<file path="src/design/tsc_pkg.sv">
// tsc_pkg: constants and types for the transactional system-register bank.
// assumes a single aclk domain and an AXI4-Lite master driving the bank.
// How it works
// granule field reports log2 words of granule
// software assumes 512 words when field zero
// granule never reports one or above nine
// feature field reads 0000 or 0001
// walk-disable plus miss: fail, no walk
// upper bit upper base, lower bit lower
// transactional loads/stores are affected accesses
// vector non-fault and later gather elements affected
// walk-disable bits read zero without extensions
// syndrome holds destination register in [9:5]
// el0 trivial bit fails el0 starts
// host plus trap-general masks el0 bits
// el1 trivial bit fails el1 starts
// el0 start-enable zero traps to el1
// no enable trap when start is undefined
// el1 start-enable zero traps el1 start
// el1 control bits reset unknown, else zero
// failure discards state, writes nonzero cause
// priority: undefined, then trap, then trivial
package tsc_pkg;
   // word byte offsets, each 64-bit register split in low/high words
   localparam logic [7:0] TSC_OFF_CTR_LO = 8'h00;
   localparam logic [7:0] TSC_OFF_CTR_HI = 8'h04;
   localparam logic [7:0] TSC_OFF_ISA_LO = 8'h08;
   localparam logic [7:0] TSC_OFF_ISA_HI = 8'h0C;
   localparam logic [7:0] TSC_OFF_TC1_LO = 8'h10;
   localparam logic [7:0] TSC_OFF_TC1_HI = 8'h14;
   localparam logic [7:0] TSC_OFF_TC2_LO = 8'h18;
   localparam logic [7:0] TSC_OFF_TC2_HI = 8'h1C;
   localparam logic [7:0] TSC_OFF_SC1_LO = 8'h20;
   localparam logic [7:0] TSC_OFF_SC1_HI = 8'h24;
   localparam logic [7:0] TSC_OFF_HYP = 8'h28;
   localparam logic [7:0] TSC_OFF_STAT = 8'h2C;
   localparam logic [7:0] TSC_OFF_IEN = 8'h30;
   localparam logic [7:0] TSC_OFF_ICLR = 8'h34;
   localparam logic [7:0] TSC_OFF_SYND = 8'h38;
   localparam logic [7:0] TSC_OFF_CAUSE = 8'h3C;
   // field positions (64-bit register bit numbers; rd position within the 25-bit syndrome)
   localparam int TSC_GRAN_LSB = 20;
   localparam int TSC_FEAT_LSB = 24;
   localparam int TSC_LWD_BIT = 53;
   localparam int TSC_UWD_BIT = 54;
   localparam int TSC_T0_BIT = 50;
   localparam int TSC_T1_BIT = 51;
   localparam int TSC_E0_BIT = 52;
   localparam int TSC_E1_BIT = 53;
   localparam int TSC_SYN_RD_LSB = 5;
   // values
   localparam logic [3:0] TSC_FEAT_NONE = 4'h0;
   localparam logic [3:0] TSC_FEAT_ALL = 4'h1;
   localparam logic [3:0] TSC_GRAN_MAX_LEGAL = 4'h9;
   localparam logic [5:0] TSC_EXC_CLASS_START = 6'h1B;
   localparam logic [7:0] TSC_CAUSE_TRIVIAL = 8'h01;
   localparam logic [31:0] TSC_RESET_WORD = 32'h0000_0000;
   localparam logic [3:0] TSC_HYP_RESET = 4'hC; // both higher-level tx enables on
   // status bit positions
   localparam int TSC_EV_TRAP = 0;
   localparam int TSC_EV_TRIV = 1;
   localparam int TSC_EV_UNDEF = 2;
   localparam int TSC_EV_WFAIL = 3;
   localparam int TSC_NEV = 4;
   // exception levels
   typedef enum logic [1:0] {TSC_EL0, TSC_EL1, TSC_EL2, TSC_EL3} tsc_el_type;
   // outcome of a start attempt
   typedef enum logic [1:0] {TSC_GO, TSC_UNDEF, TSC_TRAP, TSC_TRIV} tsc_res_type;
   // start request carrier
   typedef struct packed {
      logic valid;
      tsc_el_type el;
      logic [4:0] rd;
   } tsc_start_type;
   // memory access carrier for walk gating
   typedef struct packed {
      logic valid;
      logic tlb_miss;
      logic upper;
      logic el2_regime;
      logic from_el0;
      logic transactional;
      logic nf_contig;
      logic ff_gather_later;
   } tsc_acc_type;
   // start result carrier
   typedef struct packed {
      logic valid;
      tsc_res_type res;
      logic [7:0] cause;
      logic [24:0] syndrome;
   } tsc_result_type;
endpackage : tsc_pkg

</file>
<file path="src/design/tsc_regs.sv">
// tsc_regs: transactional system-register bank with AXI4-Lite slave,
// start gating, walk-disable gating and an event interrupt.
// assumes all inputs come from logic on aclk; the 64-bit registers are split into low/high words.
//
// Local design decisions: the AXI4-Lite register port and the placing of the registers.
`timescale 1ns/1ps
`default_nettype none
module tsc_regs #(
   parameter bit HAS_TX = 1'b1,        // transactional extension present
   parameter bit HAS_VEC = 1'b1,       // vector extension present
   parameter logic [3:0] GRANULE_LOG2 = 4'h4,   // granule log2 words, plain default
   parameter bit RESET_EL1 = 1'b1      // element resets into el1
) (
   input wire logic aclk,
   input wire logic aresetn,
   input wire logic [7:0] s_axi_awaddr,
   input wire logic s_axi_awvalid,
   output logic s_axi_awready,
   input wire logic [31:0] s_axi_wdata,
   input wire logic [3:0] s_axi_wstrb,
   input wire logic s_axi_wvalid,
   output logic s_axi_wready,
   output logic [1:0] s_axi_bresp,
   output logic s_axi_bvalid,
   input wire logic s_axi_bready,
   input wire logic [7:0] s_axi_araddr,
   input wire logic s_axi_arvalid,
   output logic s_axi_arready,
   output logic [31:0] s_axi_rdata,
   output logic [1:0] s_axi_rresp,
   output logic s_axi_rvalid,
   input wire logic s_axi_rready,
   input wire tsc_pkg::tsc_start_type start_req,
   output tsc_pkg::tsc_result_type start_res,
   input wire tsc_pkg::tsc_acc_type acc_req,
   output logic acc_walk,
   output logic acc_fail,
   output logic irq
);
   import tsc_pkg::*;

   localparam bit WD_PRESENT = HAS_TX | HAS_VEC;

   // write-combined byte enables into a word
   function automatic logic [31:0] merge(input logic [31:0] old, input logic [31:0] nw,
                                         input logic [3:0] st);
      logic [31:0] r;
      r = old;
      for (int i = 0; i < 4; i++) begin
         if (st[i]) begin
            r[i*8 +: 8] = nw[i*8 +: 8];
         end
      end
      return r;
   endfunction : merge

   // stored registers
   logic [63:0] tc1_q;     // translation_control_el1
   logic [63:0] tc2_q;     // translation_control_el2
   logic [63:0] sc1_q;     // system_control_el1
   logic [3:0] hyp_q;      // {secure tx enable, hyp tx enable, trap_general, host_at_el2}
   logic [TSC_NEV-1:0] stat_q;   // sticky events
   logic [TSC_NEV-1:0] ien_q;    // event enables
   logic [24:0] synd_q;    // last syndrome
   logic [7:0] cause_q;    // last failure cause

   // writable mask on the 64-bit registers
   localparam logic [63:0] TC_MASK = WD_PRESENT ?
      ((64'h1 << TSC_UWD_BIT) | (64'h1 << TSC_LWD_BIT)) : 64'h0;
   localparam logic [63:0] SC_MASK = HAS_TX ? ((64'h1 << TSC_T0_BIT) |
      (64'h1 << TSC_T1_BIT) | (64'h1 << TSC_E0_BIT) | (64'h1 << TSC_E1_BIT)) : 64'h0;

   // read-only identification values
   logic [63:0] ctr_val;
   logic [63:0] isa_val;
   always_comb begin
      ctr_val = 64'h0;
      // reserved encodings are replaced by "no information"
      ctr_val[TSC_GRAN_LSB +: 4] = (GRANULE_LOG2 == 4'h1 || GRANULE_LOG2 > TSC_GRAN_MAX_LEGAL) ?
         4'h0 : GRANULE_LOG2;
      isa_val = 64'h0;
      // hidden when either higher level makes the instructions undefined
      isa_val[TSC_FEAT_LSB +: 4] = (HAS_TX && hyp_q[2] && hyp_q[3]) ?
         TSC_FEAT_ALL : TSC_FEAT_NONE;
   end

   // write channel: accept address and data in either order
   logic aw_have_q, w_have_q;
   logic [7:0] aw_q;
   logic [31:0] wd_q;
   logic [3:0] ws_q;
   logic wr_go;
   assign wr_go = aw_have_q && w_have_q && !s_axi_bvalid;

   // address and data capture
   always_ff @(posedge aclk) begin
      if (!aresetn) begin
         aw_have_q <= 1'b0;
         w_have_q <= 1'b0;
         aw_q <= 8'h00;
         wd_q <= TSC_RESET_WORD;
         ws_q <= 4'h0;
         s_axi_awready <= 1'b0;
         s_axi_wready <= 1'b0;
      end else begin
         s_axi_awready <= !aw_have_q && !s_axi_awready && s_axi_awvalid;
         s_axi_wready <= !w_have_q && !s_axi_wready && s_axi_wvalid;
         if (s_axi_awvalid && s_axi_awready) begin
            aw_have_q <= 1'b1;
            aw_q <= s_axi_awaddr;
         end else if (wr_go) begin
            aw_have_q <= 1'b0;
         end
         if (s_axi_wvalid && s_axi_wready) begin
            w_have_q <= 1'b1;
            wd_q <= s_axi_wdata;
            ws_q <= s_axi_wstrb;
         end else if (wr_go) begin
            w_have_q <= 1'b0;
         end
      end
   end

   // write response; unmapped or read-only addresses answer SLVERR
   logic wr_ok;
   always_comb begin
      unique case (aw_q)
         TSC_OFF_TC1_LO, TSC_OFF_TC1_HI, TSC_OFF_TC2_LO, TSC_OFF_TC2_HI,
         TSC_OFF_SC1_LO, TSC_OFF_SC1_HI, TSC_OFF_HYP, TSC_OFF_IEN, TSC_OFF_ICLR: wr_ok = 1'b1;
         default: wr_ok = 1'b0;
      endcase
   end
   always_ff @(posedge aclk) begin
      if (!aresetn) begin
         s_axi_bvalid <= 1'b0;
         s_axi_bresp <= 2'b00;
      end else if (wr_go) begin
         s_axi_bvalid <= 1'b1;
         s_axi_bresp <= wr_ok ? 2'b00 : 2'b10;
      end else if (s_axi_bready) begin
         s_axi_bvalid <= 1'b0;
      end
   end

   // control register updates
   always_ff @(posedge aclk) begin
      if (!aresetn) begin
         tc1_q <= 64'h0;
         tc2_q <= 64'h0;
         // unknown at reset is modelled as zero; reserved otherwise anyway
         sc1_q <= 64'h0;
         hyp_q <= TSC_HYP_RESET;
         ien_q <= '0;
      end else if (wr_go) begin
         unique case (aw_q)
            TSC_OFF_TC1_LO: tc1_q[31:0] <= merge(tc1_q[31:0], wd_q, ws_q) & TC_MASK[31:0];
            TSC_OFF_TC1_HI: tc1_q[63:32] <= merge(tc1_q[63:32], wd_q, ws_q) & TC_MASK[63:32];
            TSC_OFF_TC2_LO: tc2_q[31:0] <= merge(tc2_q[31:0], wd_q, ws_q) & TC_MASK[31:0];
            TSC_OFF_TC2_HI: tc2_q[63:32] <= merge(tc2_q[63:32], wd_q, ws_q) & TC_MASK[63:32];
            TSC_OFF_SC1_LO: sc1_q[31:0] <= merge(sc1_q[31:0], wd_q, ws_q) & SC_MASK[31:0];
            TSC_OFF_SC1_HI: begin
               // bits read as zero unless the element resets into el1
               sc1_q[63:32] <= merge(sc1_q[63:32], wd_q, ws_q) & SC_MASK[63:32] &
                  {32{RESET_EL1}};
            end
            TSC_OFF_HYP: if (ws_q[0]) hyp_q <= wd_q[3:0];
            TSC_OFF_IEN: if (ws_q[0]) ien_q <= wd_q[TSC_NEV-1:0];
            default: ;
         endcase
      end
   end

   // start gating: undefined, then trap, then trivial failure
   logic el0_ctl_live;
   tsc_res_type res_d;
   always_comb begin
      el0_ctl_live = !(hyp_q[0] && hyp_q[1]);
      res_d = TSC_GO;
      // secure enable undefines el0..el2, hyp enable undefines el0..el1
      if (!HAS_TX || (!hyp_q[3] && start_req.el != TSC_EL3) ||
          (!hyp_q[2] && start_req.el != TSC_EL3 && start_req.el != TSC_EL2)) begin
         res_d = TSC_UNDEF;
      end else if (start_req.el == TSC_EL0 && el0_ctl_live && !sc1_q[TSC_E0_BIT]) begin
         res_d = TSC_TRAP;
      end else if (start_req.el == TSC_EL1 && !sc1_q[TSC_E1_BIT]) begin
         res_d = TSC_TRAP;
      end else if (start_req.el == TSC_EL0 && el0_ctl_live && sc1_q[TSC_T0_BIT]) begin
         res_d = TSC_TRIV;
      end else if (start_req.el == TSC_EL1 && sc1_q[TSC_T1_BIT]) begin
         res_d = TSC_TRIV;
      end
   end

   // start result register; trap syndrome and failure cause
   always_ff @(posedge aclk) begin
      if (!aresetn) begin
         start_res <= '0;
         synd_q <= 25'h0;
         cause_q <= 8'h00;
      end else begin
         start_res.valid <= start_req.valid;
         start_res.res <= res_d;
         start_res.cause <= 8'h00;
         start_res.syndrome <= 25'h0;
         if (start_req.valid && res_d == TSC_TRAP) begin
            // only the destination register field is populated
            start_res.syndrome <= {15'h0, start_req.rd, 5'h00};
            synd_q <= {15'h0, start_req.rd, 5'h00};
         end
         if (start_req.valid && res_d == TSC_TRIV) begin
            // core discards tx state and writes this nonzero code to rd
            start_res.cause <= TSC_CAUSE_TRIVIAL;
            cause_q <= TSC_CAUSE_TRIVIAL;
         end
      end
   end

   // walk-disable gating for accesses from el0
   logic affected, wd_bit;
   always_comb begin
      affected = acc_req.from_el0 &&
         ((HAS_TX && acc_req.transactional) ||
          (HAS_VEC && (acc_req.nf_contig || acc_req.ff_gather_later)));
      wd_bit = acc_req.el2_regime ?
         (acc_req.upper ? tc2_q[TSC_UWD_BIT] : tc2_q[TSC_LWD_BIT]) :
         (acc_req.upper ? tc1_q[TSC_UWD_BIT] : tc1_q[TSC_LWD_BIT]);
   end
   logic acc_block;
   assign acc_block = acc_req.valid && acc_req.tlb_miss && affected && wd_bit;
   // fail without exception and suppress the walk
   always_ff @(posedge aclk) begin
      if (!aresetn) begin
         acc_walk <= 1'b0;
         acc_fail <= 1'b0;
      end else begin
         acc_walk <= acc_req.valid && acc_req.tlb_miss && !acc_block;
         acc_fail <= acc_block;
      end
   end

   // sticky events: set wins over clear
   logic [TSC_NEV-1:0] ev;
   always_comb begin
      ev = '0;
      ev[TSC_EV_TRAP] = start_req.valid && res_d == TSC_TRAP;
      ev[TSC_EV_TRIV] = start_req.valid && res_d == TSC_TRIV;
      ev[TSC_EV_UNDEF] = start_req.valid && res_d == TSC_UNDEF;
      ev[TSC_EV_WFAIL] = acc_block;
   end
   logic [TSC_NEV-1:0] clr;
   assign clr = (wr_go && aw_q == TSC_OFF_ICLR && ws_q[0]) ? wd_q[TSC_NEV-1:0] : '0;
   always_ff @(posedge aclk) begin
      if (!aresetn) begin
         stat_q <= '0;
         irq <= 1'b0;
      end else begin
         stat_q <= (stat_q & ~clr) | ev;
         irq <= |(((stat_q & ~clr) | ev) & ien_q);
      end
   end

   // read channel, one cycle to answer
   logic [31:0] rd_d;
   logic rd_ok;
   always_comb begin
      rd_ok = 1'b1;
      unique case (s_axi_araddr)
         TSC_OFF_CTR_LO: rd_d = ctr_val[31:0];
         TSC_OFF_CTR_HI: rd_d = ctr_val[63:32];
         TSC_OFF_ISA_LO: rd_d = isa_val[31:0];
         TSC_OFF_ISA_HI: rd_d = isa_val[63:32];
         TSC_OFF_TC1_LO: rd_d = tc1_q[31:0];
         TSC_OFF_TC1_HI: rd_d = tc1_q[63:32];
         TSC_OFF_TC2_LO: rd_d = tc2_q[31:0];
         TSC_OFF_TC2_HI: rd_d = tc2_q[63:32];
         TSC_OFF_SC1_LO: rd_d = sc1_q[31:0];
         TSC_OFF_SC1_HI: rd_d = sc1_q[63:32];
         TSC_OFF_HYP: rd_d = {28'h0, hyp_q};
         TSC_OFF_STAT: rd_d = {{(32-TSC_NEV){1'b0}}, stat_q};
         TSC_OFF_IEN: rd_d = {{(32-TSC_NEV){1'b0}}, ien_q};
         TSC_OFF_SYND: rd_d = {1'b0, TSC_EXC_CLASS_START, synd_q};
         TSC_OFF_CAUSE: rd_d = {24'h0, cause_q};
         default: begin
            rd_d = 32'h0;
            rd_ok = 1'b0;
         end
      endcase
   end
   always_ff @(posedge aclk) begin
      if (!aresetn) begin
         s_axi_arready <= 1'b0;
         s_axi_rvalid <= 1'b0;
         s_axi_rdata <= 32'h0;
         s_axi_rresp <= 2'b00;
      end else begin
         s_axi_arready <= s_axi_arvalid && !s_axi_arready && !s_axi_rvalid;
         if (s_axi_arvalid && s_axi_arready) begin
            s_axi_rvalid <= 1'b1;
            s_axi_rdata <= rd_d;
            s_axi_rresp <= rd_ok ? 2'b00 : 2'b10;
         end else if (s_axi_rready) begin
            s_axi_rvalid <= 1'b0;
         end
      end
   end
endmodule : tsc_regs
`default_nettype wire

</file>
<file path="config.mk">
export PLATFORM = sky130hd
export DESIGN_NAME = tsc_regs
export DESIGN_NICKNAME = d
export VERILOG_FILES = /design/src/design/tsc_pkg.sv /design/src/design/tsc_regs.sv
export SDC_FILE = /design/constraint.sdc
export NUM_CORES = 1
export LEC_CHECK = 0
export BUFFER_PORTS_ARGS = -buffer_cell sky130_fd_sc_hd__buf_2
export CELL_PAD_IN_SITES_DETAIL_PLACEMENT = 1
export CELL_PAD_IN_SITES_GLOBAL_PLACEMENT = 1
export CORE_ASPECT_RATIO = 1.4
export CORE_UTILIZATION = 37
export CTS_BUF_LIST = sky130_fd_sc_hd__clkbuf_16
export DETAILED_ROUTE_END_ITERATION = 12
export PLACE_DENSITY_LB_ADDON = 0.1
export SKIP_LAST_GASP = 1
export SLEW_MARGIN = 40
export SYNTH_ARGS = -nofsm -noshare
export SYNTH_HDL_FRONTEND = slang
export SYNTH_SLANG_ARGS = --single-unit
</file>
<file path="constraint.sdc">
create_clock -name aclk -period 4.2 [get_ports aclk]
set_input_delay 0.42 -clock aclk [delete_from_list [all_inputs] [get_ports aclk]]
set_output_delay 0.42 -clock aclk [all_outputs]
set_load 0.01 [all_outputs]
</file>
==> run_results.csv <==
group,metric,value,unit
clock_network,tritoncts.num_buffers,9,
power,power_frac_seq,50.5,%
logic_synthesis,yosysTopAreaCell,"dfxtp_1",
clock_network,htreeDepth,3,
route,routed_wirelength,9000,µm
sta,max_slew_margin,52.2,%
sta,max_freq,524,MHz
power,p_leak,0.00189,µW
layout,fillers,1190,
clock_network,cts.clk_slew.worst_paths,60,ps
clock_network,cts_sinks,82,
placed_design,hpwl,6940,µm
logic_synthesis,netlist_instances,422,
logic_synthesis,yosysSeqAreaShare,45.0,%
logic_synthesis,synth_seq_cells,82,
layout,insertedDiodeCount,0,
clock_network,cts_hold_buf,0,
logic_synthesis,async_flop_share,0,%
floorplanning,fp.coreArea,9510,µm²
clock_network,clockBufferDepth,2,
sta,finalSetupViolations,0,
flow_run,cap_violations,0,
layout,final_common_cell,"buf_2",
floorplanning,die_area,10300,µm²
worst_hold_path,min-delay-path-class,"input pin to flop",
layout,ff_latch_area,1640,µm²
sta,finalCriticalPeriod,1910,ps
clock_network,cts_resized,0,
placed_design,dpl_worst_slack,1920,ps
power,comb_power_share,7.3,%
worst_setup_path,critPathCaptureType,"flop",
clock_network,cts-root-buf,"clkbuf_16",
logic_synthesis,ys_warn_count,0,
sta,min_period_over_period,45.4,%
floorplanning,dieHeight,120,µm
sta,rsz0062_at_grt,"false",
placed_design,gp_congestion,0.766,
logic_synthesis,yosys-top-cells-area,"dfxtp_1, buf_4, nand2_1, mux2i_1, a21oi_1",
logic_synthesis,netlist-cell-type-count,51,
power,intPower,1220,µW
global_route,grt_first_pass_wirelength,14800,µm
floorplanning,fp.dieW,86.0,µm
route,drtPass1Iterations,4,
route,num_vias,3077,
power,clock_power_share,42.2,%
sta,tightest_slew,711,ps
sta,hold_viol,0,
worst_setup_path,rrSetupSlack,2290,ps
floorplanning,start_util,38.4,%
route,avgRoutedWirePerCell,14.2,µm
sta,setup_tns,0,ps
clock_network,clkLatencyLatePin,340,ps
worst_setup_path,setup.worst_path.class,"flop to flop",
status,status,"finished, final reports clean",
worst_setup_path,cp_slowest_cell,"or3b_4",
worst_setup_path,arrival,2110,ps
logic_synthesis,syn_area_per_cell,8.65,µm²
worst_setup_path,startpoint_type,"flop",
worst_setup_path,crit_path_end,"irq",
sta,fin_ws,2290,ps
worst_setup_path,crit_start,"aw_q[4]",
worst_setup_path,slowest_delay,450,ps
power,p_sw,378,µW
layout,layout_common_cells,"buf_2, dfxtp_1, nand2_1",
layout,final_nets,576,
clock_network,cts_tree,"yes",
floorplanning,io_pins,155,
clock_network,cts_setup_buffers,0,
layout,drive_above_1_share,22.2,%
layout,final_core_util,44.8,%
placed_design,port_buffers,87,
worst_setup_path,cp.required,4400,ps
logic_synthesis,synth_top_area_share,45.0,%
logic_synthesis,synthFlopType,"dfxtp_1",
global_route,grt_max_degree,40,
route,drt_iter0_drc,41,
power,netSwitchingFraction,23.6,%
global_route,track_usage,18.6,%
route,ant_nets,0,
worst_setup_path,crit_fanout,6,
sta,drv_slew,0,
worst_setup_path,ff2ff_path_depth,5,
power,vdd.ir_drop.worst,192,µV
floorplanning,fp-row-count,42,
layout,multi_input_area,1730,µm²
layout,area_growth,16.7,%
worst_setup_path,r2r-start,"aw_q[4]",
sta,skew,6.17,ps
route,vias_per_cell,4.84,
sta,hold_ws,323,ps
global_route,gr-total-overflow,0,
global_route,antenna_found_initial,0,
logic_synthesis,syn_area,3650,µm²
global_route,grt_pass1_vias,3087,
power,p_per_area,375,nW/µm²
route,drc,0,
worst_setup_path,reg2reg_to,"irq",
logic_synthesis,synth_edf_count,0,
worst_setup_path,cp_cell_sequence,"or3b_4, nor4b_4, o32ai_1, a311oi_1, o211ai_1",
flip-flops by register name, indices dropped and copies added, names as in the netlist, 4 cells and up:
name / cells
synd_q: 5
wd_q: 9
s_axi_rdata: 16
stat_q: 4
sc1_q: 4
ien_q: 4
start_res: 9
hyp_q: 4
aw_q: 8
final cells by class:
cell class	instances	area share [%]
well taps	132	3.88
multi-input cells	314	40.6
inverters	4	0.352
clock inverters	5	0.558
clock buffers	9	5.29
repair buffers	90	10.7
flip-flops and latches	82	38.5
kinds of logic after synthesis:
logic type	after synthesis	synth area share [%]
buffers and inverters	67	11.9
multiplexers	26	7.57
flip-flops	82	45.0
AO/OA/AOI/OAI	75	12.1
other	1	0.103
XOR/XNOR	1	0.240
AND/OR/NAND/NOR	170	23.1
cell usage after synthesis (2+ instances only):
library cell / instances
o21ai_1: 3
a22o_1: 8
o211ai_1: 2
o21ai_0: 12
nand3_1: 16
nand4_1: 6
dfxtp_1: 82
mux2i_1: 22
and2_1: 3
a21oi_1: 38
nor3_1: 9
and3_1: 7
o21a_1: 2
inv_1: 3
buf_2: 2
mux2_2: 3
nor4b_1: 2
or3b_4: 2
nor4_1: 4
a31oi_1: 3
buf_4: 46
nor3b_1: 2
buf_1: 2
nand2b_1: 4
nand2_1: 64
clkbuf_1: 12
nor2_1: 39
per-layer routing:
metal	up-vias	part of all wire, %	GRT usage (%)
met2	74	55	34.9
met3	9	4.0	3.78
met5	-	0	0
met4	0	1.5	6.98
li1	1536	-	-
met1	1458	40	20.0
critical path, delay by kind of cell, from the launching register on:
family	cells	cell delay, ps
flops	1	430
simple gates	2	800
compound gates	3	550
power groups by stage:
stage               Sequential [µW]  Combinational, µW  Clock, µW
floorplan                       822                101          0
global placement                822                115          0
finish                          806                117        675
CTS                             806                118        695
global route                    808                132        733
detailed placement              824                117          0
how the worst min path moves through the flow:
| stage | from | to | slack, ps | depth (start not counted) |
|---|---|---|---|---|
| floorplan | cause_q[0] | cause_q[0] | 430 | 2 |
| global placement | s_axi_rvalid | s_axi_arready | 430 | 1 |
| detailed placement | s_axi_rdata[0] | s_axi_rdata[0] | 450 | 2 |
| CTS | start_req[7] | start_res[35] | 310 | 2 |
| global route | s_axi_wdata[19] | wd_q[19] | 320 | 3 |
| finish | start_req[7] | start_res[35] | 320 | 2 |
through the flow:
stage | cells | total power, µW | instance area (µm²)
after global routing | 636 | 1670 | 4260
after global placement | 622 | 938 | 4010
after CTS | 636 | 1620 | 4260
final | 636 | 1600 | 4260
after floorplan | 463 | 923 | 3800
after detailed placement | 622 | 941 | 4010
Note: power is estimated with default switching activity, not from simulation.
